<file path="src/pkg/osc_pkg.sv">
// osc_pkg: constants, register map and types of the operating state controller
// assumes one 200 MHz clock and a plain word-wide register port
package osc_pkg;

  // ==========================================================
  // clock and timing
  localparam longint CLK_HZ         = 200_000_000;
  localparam longint LONG_PRESS_S   = 5;
  localparam longint SUPPRESS_S     = 15;
  localparam longint DEBOUNCE_MS    = 10;
  localparam longint INIT_MS        = 2000;
  localparam longint BEEP_MS        = 100;
  localparam longint SEC_CYC        = CLK_HZ;
  localparam longint LONG_PRESS_CYC = LONG_PRESS_S * CLK_HZ;
  localparam longint DEBOUNCE_CYC   = (DEBOUNCE_MS * CLK_HZ) / 1000;
  localparam longint INIT_CYC       = (INIT_MS * CLK_HZ) / 1000;
  localparam longint BEEP_CYC       = (BEEP_MS * CLK_HZ) / 1000;
  // one spare second so the hold-off never runs short of its full time
  localparam logic [4:0] SUPPRESS_LOAD = 5'(SUPPRESS_S + 1);

  // ==========================================================
  // register map (byte addresses)
  localparam logic [7:0] OFS_CTRL   = 8'h00;
  localparam logic [7:0] OFS_DELAY  = 8'h04;
  localparam logic [7:0] OFS_FBTIME = 8'h08;
  localparam logic [7:0] OFS_START  = 8'h0c;
  localparam logic [7:0] OFS_END    = 8'h10;
  localparam logic [7:0] OFS_STATUS = 8'h14;

  // ==========================================================
  // control register fields
  localparam int CTRL_WAKE_BTN  = 0;
  localparam int CTRL_WAKE_PIN  = 1;
  localparam int CTRL_WAKE_TIME = 2;
  localparam int CTRL_WAKE_NET  = 3;
  localparam int CTRL_SD_BTN    = 4;
  localparam int CTRL_SD_PIN    = 5;
  localparam int CTRL_SD_TIME   = 6;
  localparam int CTRL_SD_AUTO   = 7;
  localparam int CTRL_SD_TIMER  = 8;
  localparam int CTRL_SLEEP_FBS = 9;
  localparam int CTRL_AFTER_LSB = 10;

  // ==========================================================
  // reset values
  localparam logic [11:0] CTRL_RST   = 12'h1ff;
  localparam logic [15:0] DELAY_RST  = 16'h0000;
  localparam logic [15:0] FBTIME_RST = 16'h0e10;
  localparam logic [31:0] TIME_RST   = 32'hffff_ffff;

  // after-measurement choice
  localparam logic [1:0] AFTER_STAY = 2'h0;
  localparam logic [1:0] AFTER_FBS  = 2'h1;

  // ==========================================================
  // types
  typedef enum logic [1:0] {OP_OFF, OP_LPS, OP_FBS, OP_ON} osc_op_e;

  typedef struct packed {
    logic pc_on;
    logic if_on;
    logic rec_ready;
    logic wake_armed;
    logic sleep_armed;
  } osc_pwr_s;

endpackage : osc_pkg

</file>
<file path="src/design/osc_ctrl.sv">
// osc_ctrl: power operating state controller with its register file
// assumes button and pin inputs are asynchronous, time and handshakes are on clock
//
// Added by the designer: the address map and the plain strobed port.
`timescale 1ns/100ps

module osc_ctrl
  import osc_pkg::*;
#(
  parameter logic [31:0] SEC_CYCLES   = 32'(SEC_CYC),
  parameter logic [31:0] LONG_CYCLES  = 32'(LONG_PRESS_CYC),
  parameter logic [31:0] DEB_CYCLES   = 32'(DEBOUNCE_CYC),
  parameter logic [31:0] INIT_CYCLES  = 32'(INIT_CYC),
  parameter logic [31:0] BEEP_CYCLES  = 32'(BEEP_CYC)
) (
  input  wire logic        clock,
  input  wire logic        nrst,
  input  wire logic [7:0]  reg_addr,
  input  wire logic [31:0] reg_wdata,
  input  wire logic        reg_wr,
  input  wire logic        reg_rd,
  output logic      [31:0] reg_rdata,
  input  wire logic        supply_present,
  input  wire logic        button_n,
  input  wire logic        remote_button_input_n,
  input  wire logic        remote_power_state_input,
  input  wire logic        network_activity_wake,
  input  wire logic [31:0] current_time,
  input  wire logic        meas_done,
  input  wire logic        tasks_pending,
  input  wire logic        exp_shutdown,
  input  wire logic        recording_busy,
  input  wire logic        transfer_busy,
  input  wire logic        hib_done,
  output osc_op_e          op_state,
  output osc_pwr_s         pwr,
  output logic             meas_start,
  output logic             meas_stop,
  output logic             hib_save_req,
  output logic             ack_beep,
  output logic             emergency_off
);

  typedef enum {
    S_OFF, S_INIT, S_SAVE, S_LPS, S_FBS, S_ON, S_STOP, S_WREC, S_WXFER
  } osc_st_e;

  // ==========================================================
  // registers
  logic [11:0] ctrl_q;
  logic [15:0] delay_q;
  logic [15:0] fbtime_q;
  logic [31:0] start_q;
  logic [31:0] end_q;
  logic [31:0] rdata_q;
  logic [31:0] status_w;

  always_ff @(posedge clock) begin
    if (!nrst) begin
      ctrl_q   <= CTRL_RST;
      delay_q  <= DELAY_RST;
      fbtime_q <= FBTIME_RST;
      start_q  <= TIME_RST;
      end_q    <= TIME_RST;
    end else if (reg_wr) begin
      if (reg_addr == OFS_CTRL) begin
        ctrl_q <= reg_wdata[11:0];
      end else if (reg_addr == OFS_DELAY) begin
        delay_q <= reg_wdata[15:0];
      end else if (reg_addr == OFS_FBTIME) begin
        fbtime_q <= reg_wdata[15:0];
      end else if (reg_addr == OFS_START) begin
        start_q <= reg_wdata;
      end else if (reg_addr == OFS_END) begin
        end_q <= reg_wdata;
      end
    end
  end

  // read data stands for one cycle only, unmapped reads give zero
  always_ff @(posedge clock) begin
    if (!nrst) begin
      rdata_q <= 32'h0000_0000;
    end else if (!reg_rd) begin
      rdata_q <= 32'h0000_0000;
    end else if (reg_addr == OFS_CTRL) begin
      rdata_q <= {20'h00000, ctrl_q};
    end else if (reg_addr == OFS_DELAY) begin
      rdata_q <= {16'h0000, delay_q};
    end else if (reg_addr == OFS_FBTIME) begin
      rdata_q <= {16'h0000, fbtime_q};
    end else if (reg_addr == OFS_START) begin
      rdata_q <= start_q;
    end else if (reg_addr == OFS_END) begin
      rdata_q <= end_q;
    end else if (reg_addr == OFS_STATUS) begin
      rdata_q <= status_w;
    end else begin
      rdata_q <= 32'h0000_0000;
    end
  end

  // ==========================================================
  // input synchronisers
  logic [4:0] sy1_q;
  logic [4:0] sy2_q;
  logic       pin_q;
  logic       net_q;

  always_ff @(posedge clock) begin
    if (!nrst) begin
      sy1_q <= 5'h00;
      sy2_q <= 5'h00;
      pin_q <= 1'b0;
      net_q <= 1'b0;
    end else begin
      sy1_q <= {supply_present, network_activity_wake, remote_power_state_input,
                ~remote_button_input_n, ~button_n};
      sy2_q <= sy1_q;
      pin_q <= sy2_q[2];
      net_q <= sy2_q[3];
    end
  end

  logic supply_w;
  logic pin_rise;
  logic pin_fall;
  logic net_rise;
  assign supply_w = sy2_q[4];
  assign pin_rise = sy2_q[2] & ~pin_q;
  assign pin_fall = ~sy2_q[2] & pin_q;
  assign net_rise = sy2_q[3] & ~net_q;

  // ==========================================================
  // button debounce and press timing, either button acts the same
  logic        btn_db_q;
  logic [31:0] deb_cnt_q;
  logic [31:0] press_cnt_q;
  logic        btn_short;
  logic        btn_long;

  always_ff @(posedge clock) begin
    if (!nrst) begin
      btn_db_q  <= 1'b0;
      deb_cnt_q <= 32'h0000_0000;
    end else if ((sy2_q[0] | sy2_q[1]) == btn_db_q) begin
      deb_cnt_q <= 32'h0000_0000;
    end else if (deb_cnt_q >= DEB_CYCLES - 32'h1) begin
      btn_db_q  <= ~btn_db_q;
      deb_cnt_q <= 32'h0000_0000;
    end else begin
      deb_cnt_q <= deb_cnt_q + 32'h1;
    end
  end

  always_ff @(posedge clock) begin
    if (!nrst) begin
      press_cnt_q <= 32'h0000_0000;
    end else if (!btn_db_q) begin
      press_cnt_q <= 32'h0000_0000;
    end else if (press_cnt_q != LONG_CYCLES) begin
      press_cnt_q <= press_cnt_q + 32'h1;
    end
  end

  // release before the limit is short; the long event fires once while held
  assign btn_short = deb_cnt_q >= DEB_CYCLES - 32'h1 && btn_db_q &&
                     (sy2_q[0] | sy2_q[1]) == 1'b0 && press_cnt_q < LONG_CYCLES;
  assign btn_long  = btn_db_q && press_cnt_q == LONG_CYCLES - 32'h1;

  // ==========================================================
  // calendar match and second tick
  logic        start_hit_q;
  logic        end_hit_q;
  logic [31:0] sec_cnt_q;
  logic        tick_q;

  always_ff @(posedge clock) begin
    if (!nrst) begin
      start_hit_q <= 1'b0;
      end_hit_q   <= 1'b0;
    end else begin
      start_hit_q <= current_time == start_q;
      end_hit_q   <= current_time == end_q;
    end
  end

  always_ff @(posedge clock) begin
    if (!nrst) begin
      sec_cnt_q <= 32'h0000_0000;
      tick_q    <= 1'b0;
    end else begin
      tick_q <= sec_cnt_q == SEC_CYCLES - 32'h1;
      if (sec_cnt_q == SEC_CYCLES - 32'h1) begin
        sec_cnt_q <= 32'h0000_0000;
      end else begin
        sec_cnt_q <= sec_cnt_q + 32'h1;
      end
    end
  end

  logic start_ev;
  logic end_ev;
  assign start_ev = (current_time == start_q) & ~start_hit_q;
  assign end_ev   = (current_time == end_q) & ~end_hit_q;

  // ==========================================================
  // event qualification
  osc_st_e     st_q;
  osc_st_e     st_d;
  logic [4:0]  sup_cnt_q;
  logic        pend_q;
  logic        pend_wake_q;
  logic        pend_lps_q;
  logic [15:0] pend_cnt_q;
  logic [15:0] fb_cnt_q;
  logic        fb_run_q;

  logic standby;
  logic on_st;
  logic muted;
  logic btn_wake;
  logic btn_sd;
  logic emerg;
  logic oth_wake;
  logic oth_sd;
  logic auto_ev;
  logic exp_ev;
  logic fb_exp;
  logic pend_fire;
  logic sleep_lps;

  assign standby   = st_q == S_LPS || st_q == S_FBS;
  assign on_st     = st_q == S_ON;
  assign muted     = sup_cnt_q != 5'h00;
  assign sleep_lps = ~ctrl_q[CTRL_SLEEP_FBS];
  assign btn_wake  = btn_short & ctrl_q[CTRL_WAKE_BTN] & standby;
  assign btn_sd    = btn_short & ctrl_q[CTRL_SD_BTN] & on_st;
  assign emerg     = btn_long & ctrl_q[CTRL_SD_BTN] & on_st;
  assign oth_wake  = standby & ~muted &
                     ((pin_rise & ctrl_q[CTRL_WAKE_PIN]) |
                      (start_ev & ctrl_q[CTRL_WAKE_TIME]) |
                      (net_rise & ctrl_q[CTRL_WAKE_NET]));
  assign oth_sd    = on_st & ~muted &
                     ((pin_fall & ctrl_q[CTRL_SD_PIN]) |
                      (end_ev & ctrl_q[CTRL_SD_TIME]));
  // a finished measurement with nothing left to do leaves on, per choice
  assign auto_ev   = on_st & meas_done & ~tasks_pending & ctrl_q[CTRL_SD_AUTO] &
                     ctrl_q[CTRL_AFTER_LSB +: 2] != AFTER_STAY;
  assign exp_ev    = on_st & exp_shutdown & ctrl_q[CTRL_SD_AUTO];
  assign fb_exp    = st_q == S_FBS & fb_run_q & fb_cnt_q == 16'h0000 &
                     ctrl_q[CTRL_SD_TIMER];
  assign pend_fire = pend_q & pend_cnt_q == 16'h0000;

  // delayed events: first one in holds the slot until it fires or the state changes
  always_ff @(posedge clock) begin
    if (!nrst || st_q == S_OFF) begin
      pend_q      <= 1'b0;
      pend_wake_q <= 1'b0;
      pend_lps_q  <= 1'b0;
      pend_cnt_q  <= 16'h0000;
    end else if (pend_fire || st_d != st_q) begin
      pend_q <= 1'b0;
    end else if (!pend_q && (oth_wake || oth_sd || auto_ev || fb_exp)) begin
      pend_q      <= 1'b1;
      pend_wake_q <= oth_wake;
      pend_lps_q  <= fb_exp | (auto_ev ? ctrl_q[CTRL_AFTER_LSB +: 2] != AFTER_FBS : sleep_lps);
      pend_cnt_q  <= delay_q;
    end else if (pend_q && tick_q) begin
      pend_cnt_q <= pend_cnt_q - 16'h1;
    end
  end

  always_ff @(posedge clock) begin
    if (!nrst || st_q == S_OFF) begin
      sup_cnt_q <= 5'h00;
    end else if (btn_wake || btn_sd || emerg) begin
      sup_cnt_q <= SUPPRESS_LOAD;
    end else if (muted && tick_q) begin
      sup_cnt_q <= sup_cnt_q - 5'h01;
    end
  end

  always_ff @(posedge clock) begin
    if (!nrst) begin
      fb_cnt_q <= 16'h0000;
      fb_run_q <= 1'b0;
    end else if (st_d == S_FBS && st_q != S_FBS) begin
      fb_cnt_q <= fbtime_q;
      fb_run_q <= 1'b1;
    end else if (st_q != S_FBS || fb_exp) begin
      fb_run_q <= 1'b0;
    end else if (tick_q && fb_cnt_q != 16'h0000) begin
      fb_cnt_q <= fb_cnt_q - 16'h1;
    end
  end

  // ==========================================================
  // state machine
  logic [31:0] init_cnt_q;
  logic        tgt_lps_q;

  always_comb begin
    st_d = st_q;
    case (st_q)
      S_OFF: begin
        if (supply_w) st_d = S_INIT;
      end
      S_INIT: begin
        if (init_cnt_q >= INIT_CYCLES - 32'h1) st_d = S_SAVE;
      end
      S_SAVE: begin
        if (hib_done) st_d = S_LPS;
      end
      S_LPS: begin
        if (btn_wake || (pend_fire && pend_wake_q)) st_d = S_ON;
      end
      S_FBS: begin
        if (btn_wake || (pend_fire && pend_wake_q)) begin
          st_d = S_ON;
        end else if (pend_fire) begin
          st_d = S_SAVE;
        end
      end
      S_ON: begin
        if (emerg) begin
          st_d = S_LPS;
        end else if (btn_sd || exp_ev || (pend_fire && !pend_wake_q)) begin
          st_d = S_STOP;
        end
      end
      S_STOP: st_d = S_WREC;
      S_WREC: begin
        if (!recording_busy) st_d = S_WXFER;
      end
      S_WXFER: begin
        if (!transfer_busy) st_d = tgt_lps_q ? S_SAVE : S_FBS;
      end
      default: st_d = S_OFF;
    endcase
    if (!supply_w) st_d = S_OFF;
  end

  always_ff @(posedge clock) begin
    if (!nrst) begin
      st_q <= S_OFF;
    end else begin
      st_q <= st_d;
    end
  end

  always_ff @(posedge clock) begin
    if (!nrst || st_q != S_INIT) begin
      init_cnt_q <= 32'h0000_0000;
    end else begin
      init_cnt_q <= init_cnt_q + 32'h1;
    end
  end

  // where a shutdown sequence ends up
  always_ff @(posedge clock) begin
    if (!nrst) begin
      tgt_lps_q <= 1'b1;
    end else if (st_q == S_ON && st_d == S_STOP) begin
      tgt_lps_q <= pend_fire ? pend_lps_q : sleep_lps;
    end
  end

  // ==========================================================
  // outputs
  logic [31:0] beep_cnt_q;
  osc_op_e     op_q;
  osc_pwr_s    pwr_q;
  logic        mstart_q;
  logic        mstop_q;
  logic        hib_q;
  logic        beep_q;
  logic        emerg_q;

  always_ff @(posedge clock) begin
    if (!nrst) begin
      op_q     <= OP_OFF;
      pwr_q    <= '0;
      mstart_q <= 1'b0;
      mstop_q  <= 1'b0;
      hib_q    <= 1'b0;
      emerg_q  <= 1'b0;
    end else begin
      case (st_d)
        S_LPS, S_SAVE: op_q <= OP_LPS;
        S_FBS:         op_q <= OP_FBS;
        S_OFF, S_INIT: op_q <= OP_OFF;
        default:       op_q <= OP_ON;
      endcase
      pwr_q.pc_on       <= st_d >= S_ON || st_d == S_INIT;
      pwr_q.if_on       <= st_d >= S_ON;
      pwr_q.rec_ready   <= st_d == S_ON;
      pwr_q.wake_armed  <= st_d == S_LPS || st_d == S_FBS;
      pwr_q.sleep_armed <= st_d == S_FBS || st_d == S_ON;
      mstart_q <= st_d == S_ON && st_q != S_ON;
      mstop_q  <= st_d == S_STOP;
      hib_q    <= st_d == S_SAVE;
      emerg_q  <= st_q == S_ON && emerg;
    end
  end

  // acknowledge tone when initialisation is over
  always_ff @(posedge clock) begin
    if (!nrst || !supply_w) begin
      beep_q     <= 1'b0;
      beep_cnt_q <= 32'h0000_0000;
    end else if (st_q == S_INIT && st_d == S_SAVE) begin
      beep_q     <= 1'b1;
      beep_cnt_q <= 32'h0000_0000;
    end else if (beep_q) begin
      beep_cnt_q <= beep_cnt_q + 32'h1;
      if (beep_cnt_q >= BEEP_CYCLES - 32'h1) beep_q <= 1'b0;
    end
  end

  assign status_w = {22'h000000, fb_run_q, muted, pend_q, 1'b0, 4'(st_q), 2'(op_q)};

  assign reg_rdata     = rdata_q;
  assign op_state      = op_q;
  assign pwr           = pwr_q;
  assign meas_start    = mstart_q;
  assign meas_stop     = mstop_q;
  assign hib_save_req  = hib_q;
  assign ack_beep      = beep_q;
  assign emergency_off = emerg_q;

endmodule : osc_ctrl

</file>
<file path="config.mk">
export PLATFORM = sky130hd
export DESIGN_NAME = osc_ctrl
export DESIGN_NICKNAME = d
export VERILOG_FILES = /design/src/pkg/osc_pkg.sv /design/src/design/osc_ctrl.sv
export SDC_FILE = /design/constraint.sdc
export NUM_CORES = 1
export LEC_CHECK = 0
export BUFFER_PORTS_ARGS = -buffer_cell sky130_fd_sc_hd__buf_2
export CORE_UTILIZATION = 35
export CTS_BUF_LIST = sky130_fd_sc_hd__clkbuf_8
export DETAILED_ROUTE_END_ITERATION = 12
export PLACE_DENSITY = 0.55
export SLEW_MARGIN = 20
export SYNTH_ARGS = -nofsm -noshare
export SYNTH_HDL_FRONTEND = slang
export SYNTH_SLANG_ARGS = --single-unit
</file>
<file path="constraint.sdc">
create_clock -name clock -period 5.17 [get_ports clock]
set_input_delay 1.034 -clock clock [delete_from_list [all_inputs] [get_ports clock]]
set_output_delay 1.034 -clock clock [all_outputs]
set_load 0.05 [all_outputs]
</file>
==> summary.txt <==
Final layout
  • Area growth syn-to-layout: 15.8%
  • Filler cells: 5166
  • Area of the multi-input gates: 0.00951 sq mm
  • Share of layout cells above drive strength 1: 12.4%
  • Total Nets Final: 2413
  • Sequential Area: 0.00805 sq mm

Clock network
  • CTS Buf Count: 72
  • Max clock buf depth: 3
  • Clock sink total: 402
  • Hold-fix buffers, CTS: 0
  • Clock root buffer: clkbuf_8
  • Post-CTS setup buffer count: 0
  • CTS tree: done
  • H-tree Lvls: 3
  • CTS resizes: 0
  • Clock transition at path regs: 0.06 ns
  • Clk_lat worst skew: 0.66 ns

Power and ir drop
  • Seq pwr share: 49.8%
  • Total power: 6.30 mW
  • Cell Pwr Density: 304 mW/mm^2
  • Peak VDD IR: 0.000163 V
  • Leak: 7.88 nW
  • Combinational share of power: 3.2%
  • P_int: 4.81 mW
  • Psw: 1.50 mW
  • Clock power share: 47.0%
  • Switch share: 23.8%

Timing
  • Setup TNS: 0 ns
  • WHS: 0.434 ns
  • Final setup violation count: 0
  • Endpoints failing hold: 0
  • Worst Skew: 0.0476 ns
  • Slew Limit Fails: 0
  • FMAX: 0.225 GHz
  • Period minus WS final: 4.45 ns
  • Slew Limit Headroom: 28.7%
  • Worst Max-Slew Pin Slew: 1.07 ns
  • Setup WS post-layout: 0.719 ns
  • Unrepaired setup endpoints after global routing: false
  • Period utilization: 86.1%

Routing
  • Vias: 15800
  • WL/cell: 17.2 um
  • Iter 0 DRT Violations: 1036
  • Vias per inst: 5.21
  • DRC violations left: 0
  • Final ANT Viol Nets: 0
  • Final wirelength: 52.2 mm
  • Router iterations before antenna repair: 6

Logic synthesis
  • Synth top area share: 45.0%
  • Synthesized area per cell: 8.31 sq um
  • Ys flop type: dfxtp_1
  • Post-synth ARST share: 0%
  • Ranking of synthesized cells by area: dfxtp_1 45%, xor2_1 7.9%, nand2_1 7.2%
  • Synth Cell Area: 0.0179 sq mm
  • Most common cell in the netlist: dfxtp_1
  • Post-synthesis register bit count: 402
  • Largest area contributor in the netlist: dfxtp_1
  • Commonest cells post-synth: 402 x dfxtp_1, 341 x nand2_1, 295 x nor2_1
  • Number of synthesized flops with an enable pin: 0
  • Sequential-to-total area share from yosys stat: 45.0%
  • Count of cell types in the netlist: 79
  • Ys Warns: 0
  • Cells after Synth: 2153

Critical path
  • Worst-case reg-to-reg path depth: 11
  • WS Path Type: reg2reg
  • CP cell instances: inv_1 > nor2_1 > o31ai_1 > and3_1 > o31ai_1 > mux2_2 > or3_4 > nor4b_4 > buf_4 > mux2i_1 > nor2_1
  • WP data required: 5.67 ns
  • Crit path max-delay cell type: dfxtp_1
  • Critical R2R Launch: st_q[1]
  • CP Capture Type: register
  • Worst-path fanout max: 18
  • R2R setup slack: 0.72 ns
  • Startpoint types: register
  • Slowest stage delay, CP: 0.84 ns
  • Worst Path Arrival: 4.95 ns
  • Crit Reg-Reg Endpoint: pend_cnt_q[3]

GRT
  • Antenna violations before repair: 2
  • Overall overflow remaining after global route: 0
  • Pin count of the biggest net entering global routing: 79
  • First-pass GRT wire length: 83.3 mm
  • Vias in the first global route: 15400
  • Total GRT Usage: 19.9%

Placement
  • DP Wirelength: 37.3 mm
  • PortBufs: 130
  • RePlAce Congestion: 0.932
  • Placement Setup Slack: 0.811 ns

Floorplan
  • Die width: 228 um
  • Die height: 228 um
  • Num rows: 82
  • Effective utilization at floorplan: 35.6%
  • I/O pins: 131
  • Core region area: 0.0503 sq mm
  • Die area: 0.0520 sq mm

Min path
  • Hold worst-path end: sy2_q[4]
  • Hold path start: sy1_q[4]
  • Worst Hold Class: reg2reg
  • Hold Path Depth: 1

Run
  • Max cap viols: 0

Status
  • Status: finished, final reports clean
[power by group through the flow]
stage / Combinational (mW) / Sequential, mW / Clock [mW]
floorplan: 0.103 / 3.20 / 0
global route: 0.220 / 3.14 / 3.21
CTS: 0.200 / 3.14 / 3.08
global placement: 0.197 / 3.20 / 0
detailed placement: 0.199 / 3.21 / 0
finish: 0.202 / 3.14 / 2.96
[kinds of logic after synthesis]
logic type | after synthesis | synth area share [%]
compound gates | 273 | 9.85
xor+xnor | 213 | 10.4
fa+ha+maj | 9 | 0.629
buf+inv | 128 | 2.76
flops | 402 | 45.0
mux | 35 | 2.05
other cells | 1 | 0.0210
simple gates | 1092 | 29.3
[cell type report]
cell class / count / share of cell area (%)
Tap cell: 672 / 4.06
Inverter: 32 / 0.580
Sequential cell: 402 / 38.8
Timing Repair Buffer: 148 / 3.80
Multi-Input combinational cell: 1661 / 45.9
Clock inverter: 41 / 1.31
Antenna cell: 1 / 0.0121
Clock buffer: 83 / 5.51
[sequential cells by signal, indices dropped and copies added, names as in the netlist, 2 cells and up]
signal and count:
beep_cnt_q 32, ctrl_q 12, deb_cnt_q 32, delay_q 16
end_q 32, fb_cnt_q 16, fbtime_q 16, init_cnt_q 32
op_state 2, pend_cnt_q 16, press_cnt_q 32, pwr 5
reg_rdata 32, sec_cnt_q 32, st_q 32, start_q 32
sup_cnt_q 5, sy1_q 5, sy2_q 5
[placed cells by master (no fill, tap or decap), types with 12 or more instances in the layout]
cell,Yosys,routed
nand4_1,53,53
xor2_1,161,161
mux2i_1,22,22
o31ai_1,12,12
nand2b_1,13,12
a22oi_1,20,20
nand3_1,152,152
conb_1,1,39
buf_4,0,19
or3_1,19,19
dfxtp_1,402,402
a21oi_1,99,99
or4_1,15,15
mux2_2,13,13
o21ai_0,45,45
and2_1,26,26
buf_2,5,129
nor3_1,35,34
xnor2_1,52,52
inv_1,32,57
a211oi_1,26,26
and3_1,35,35
clkbuf_8,0,83
nor4_1,35,35
nor2_1,295,295
nand2_1,341,340
[stage by stage]
step	instances	utilization [%]	area, sq um
after CTS	3039	41.2	20700
after global placement	2915	38.4	19300
after detailed placement	2915	38.4	19300
after floorplan	2191	-	18000
final	3040	41.2	20700
after global routing	3040	41.2	20700
[metal layers]
metal  part of all wire (%)  vias to the layer above  global-route usage (%)
met2                     46                      475                    32.5
met1                     45                     7489                    25.5
met3                    5.5                      119                    3.45
li1                       -                     7747                       -
met5                      0                        -                       0
met4                    3.5                        0                    9.19
[worst max-delay path, delay by kind of cell (launching register included)]
kind            cells  cell delay, ns
compound gates      2            0.76
buf+inv             2            0.54
flops               1            0.84
mux                 2            0.60
simple gates        5            1.53
[worst max path at each step]
| stage | cells after the start | from | end | slack (ns) |
|---|---|---|---|---|
| after floorplan | 12 | st_q[3] | pend_cnt_q[4] | 1.69 |
| after global placement | 12 | current_time[18] | pend_cnt_q[3] | 0.82 |
| after detailed placement | 10 | st_q[1] | pend_cnt_q[12] | 0.81 |
| after CTS | 10 | st_q[1] | pend_cnt_q[12] | 0.77 |
| after global routing | 10 | st_q[1] | pend_cnt_q[12] | 0.38 |
| final | 11 | st_q[1] | pend_cnt_q[3] | 0.72 |
Power figures use the tool's default switching activity.
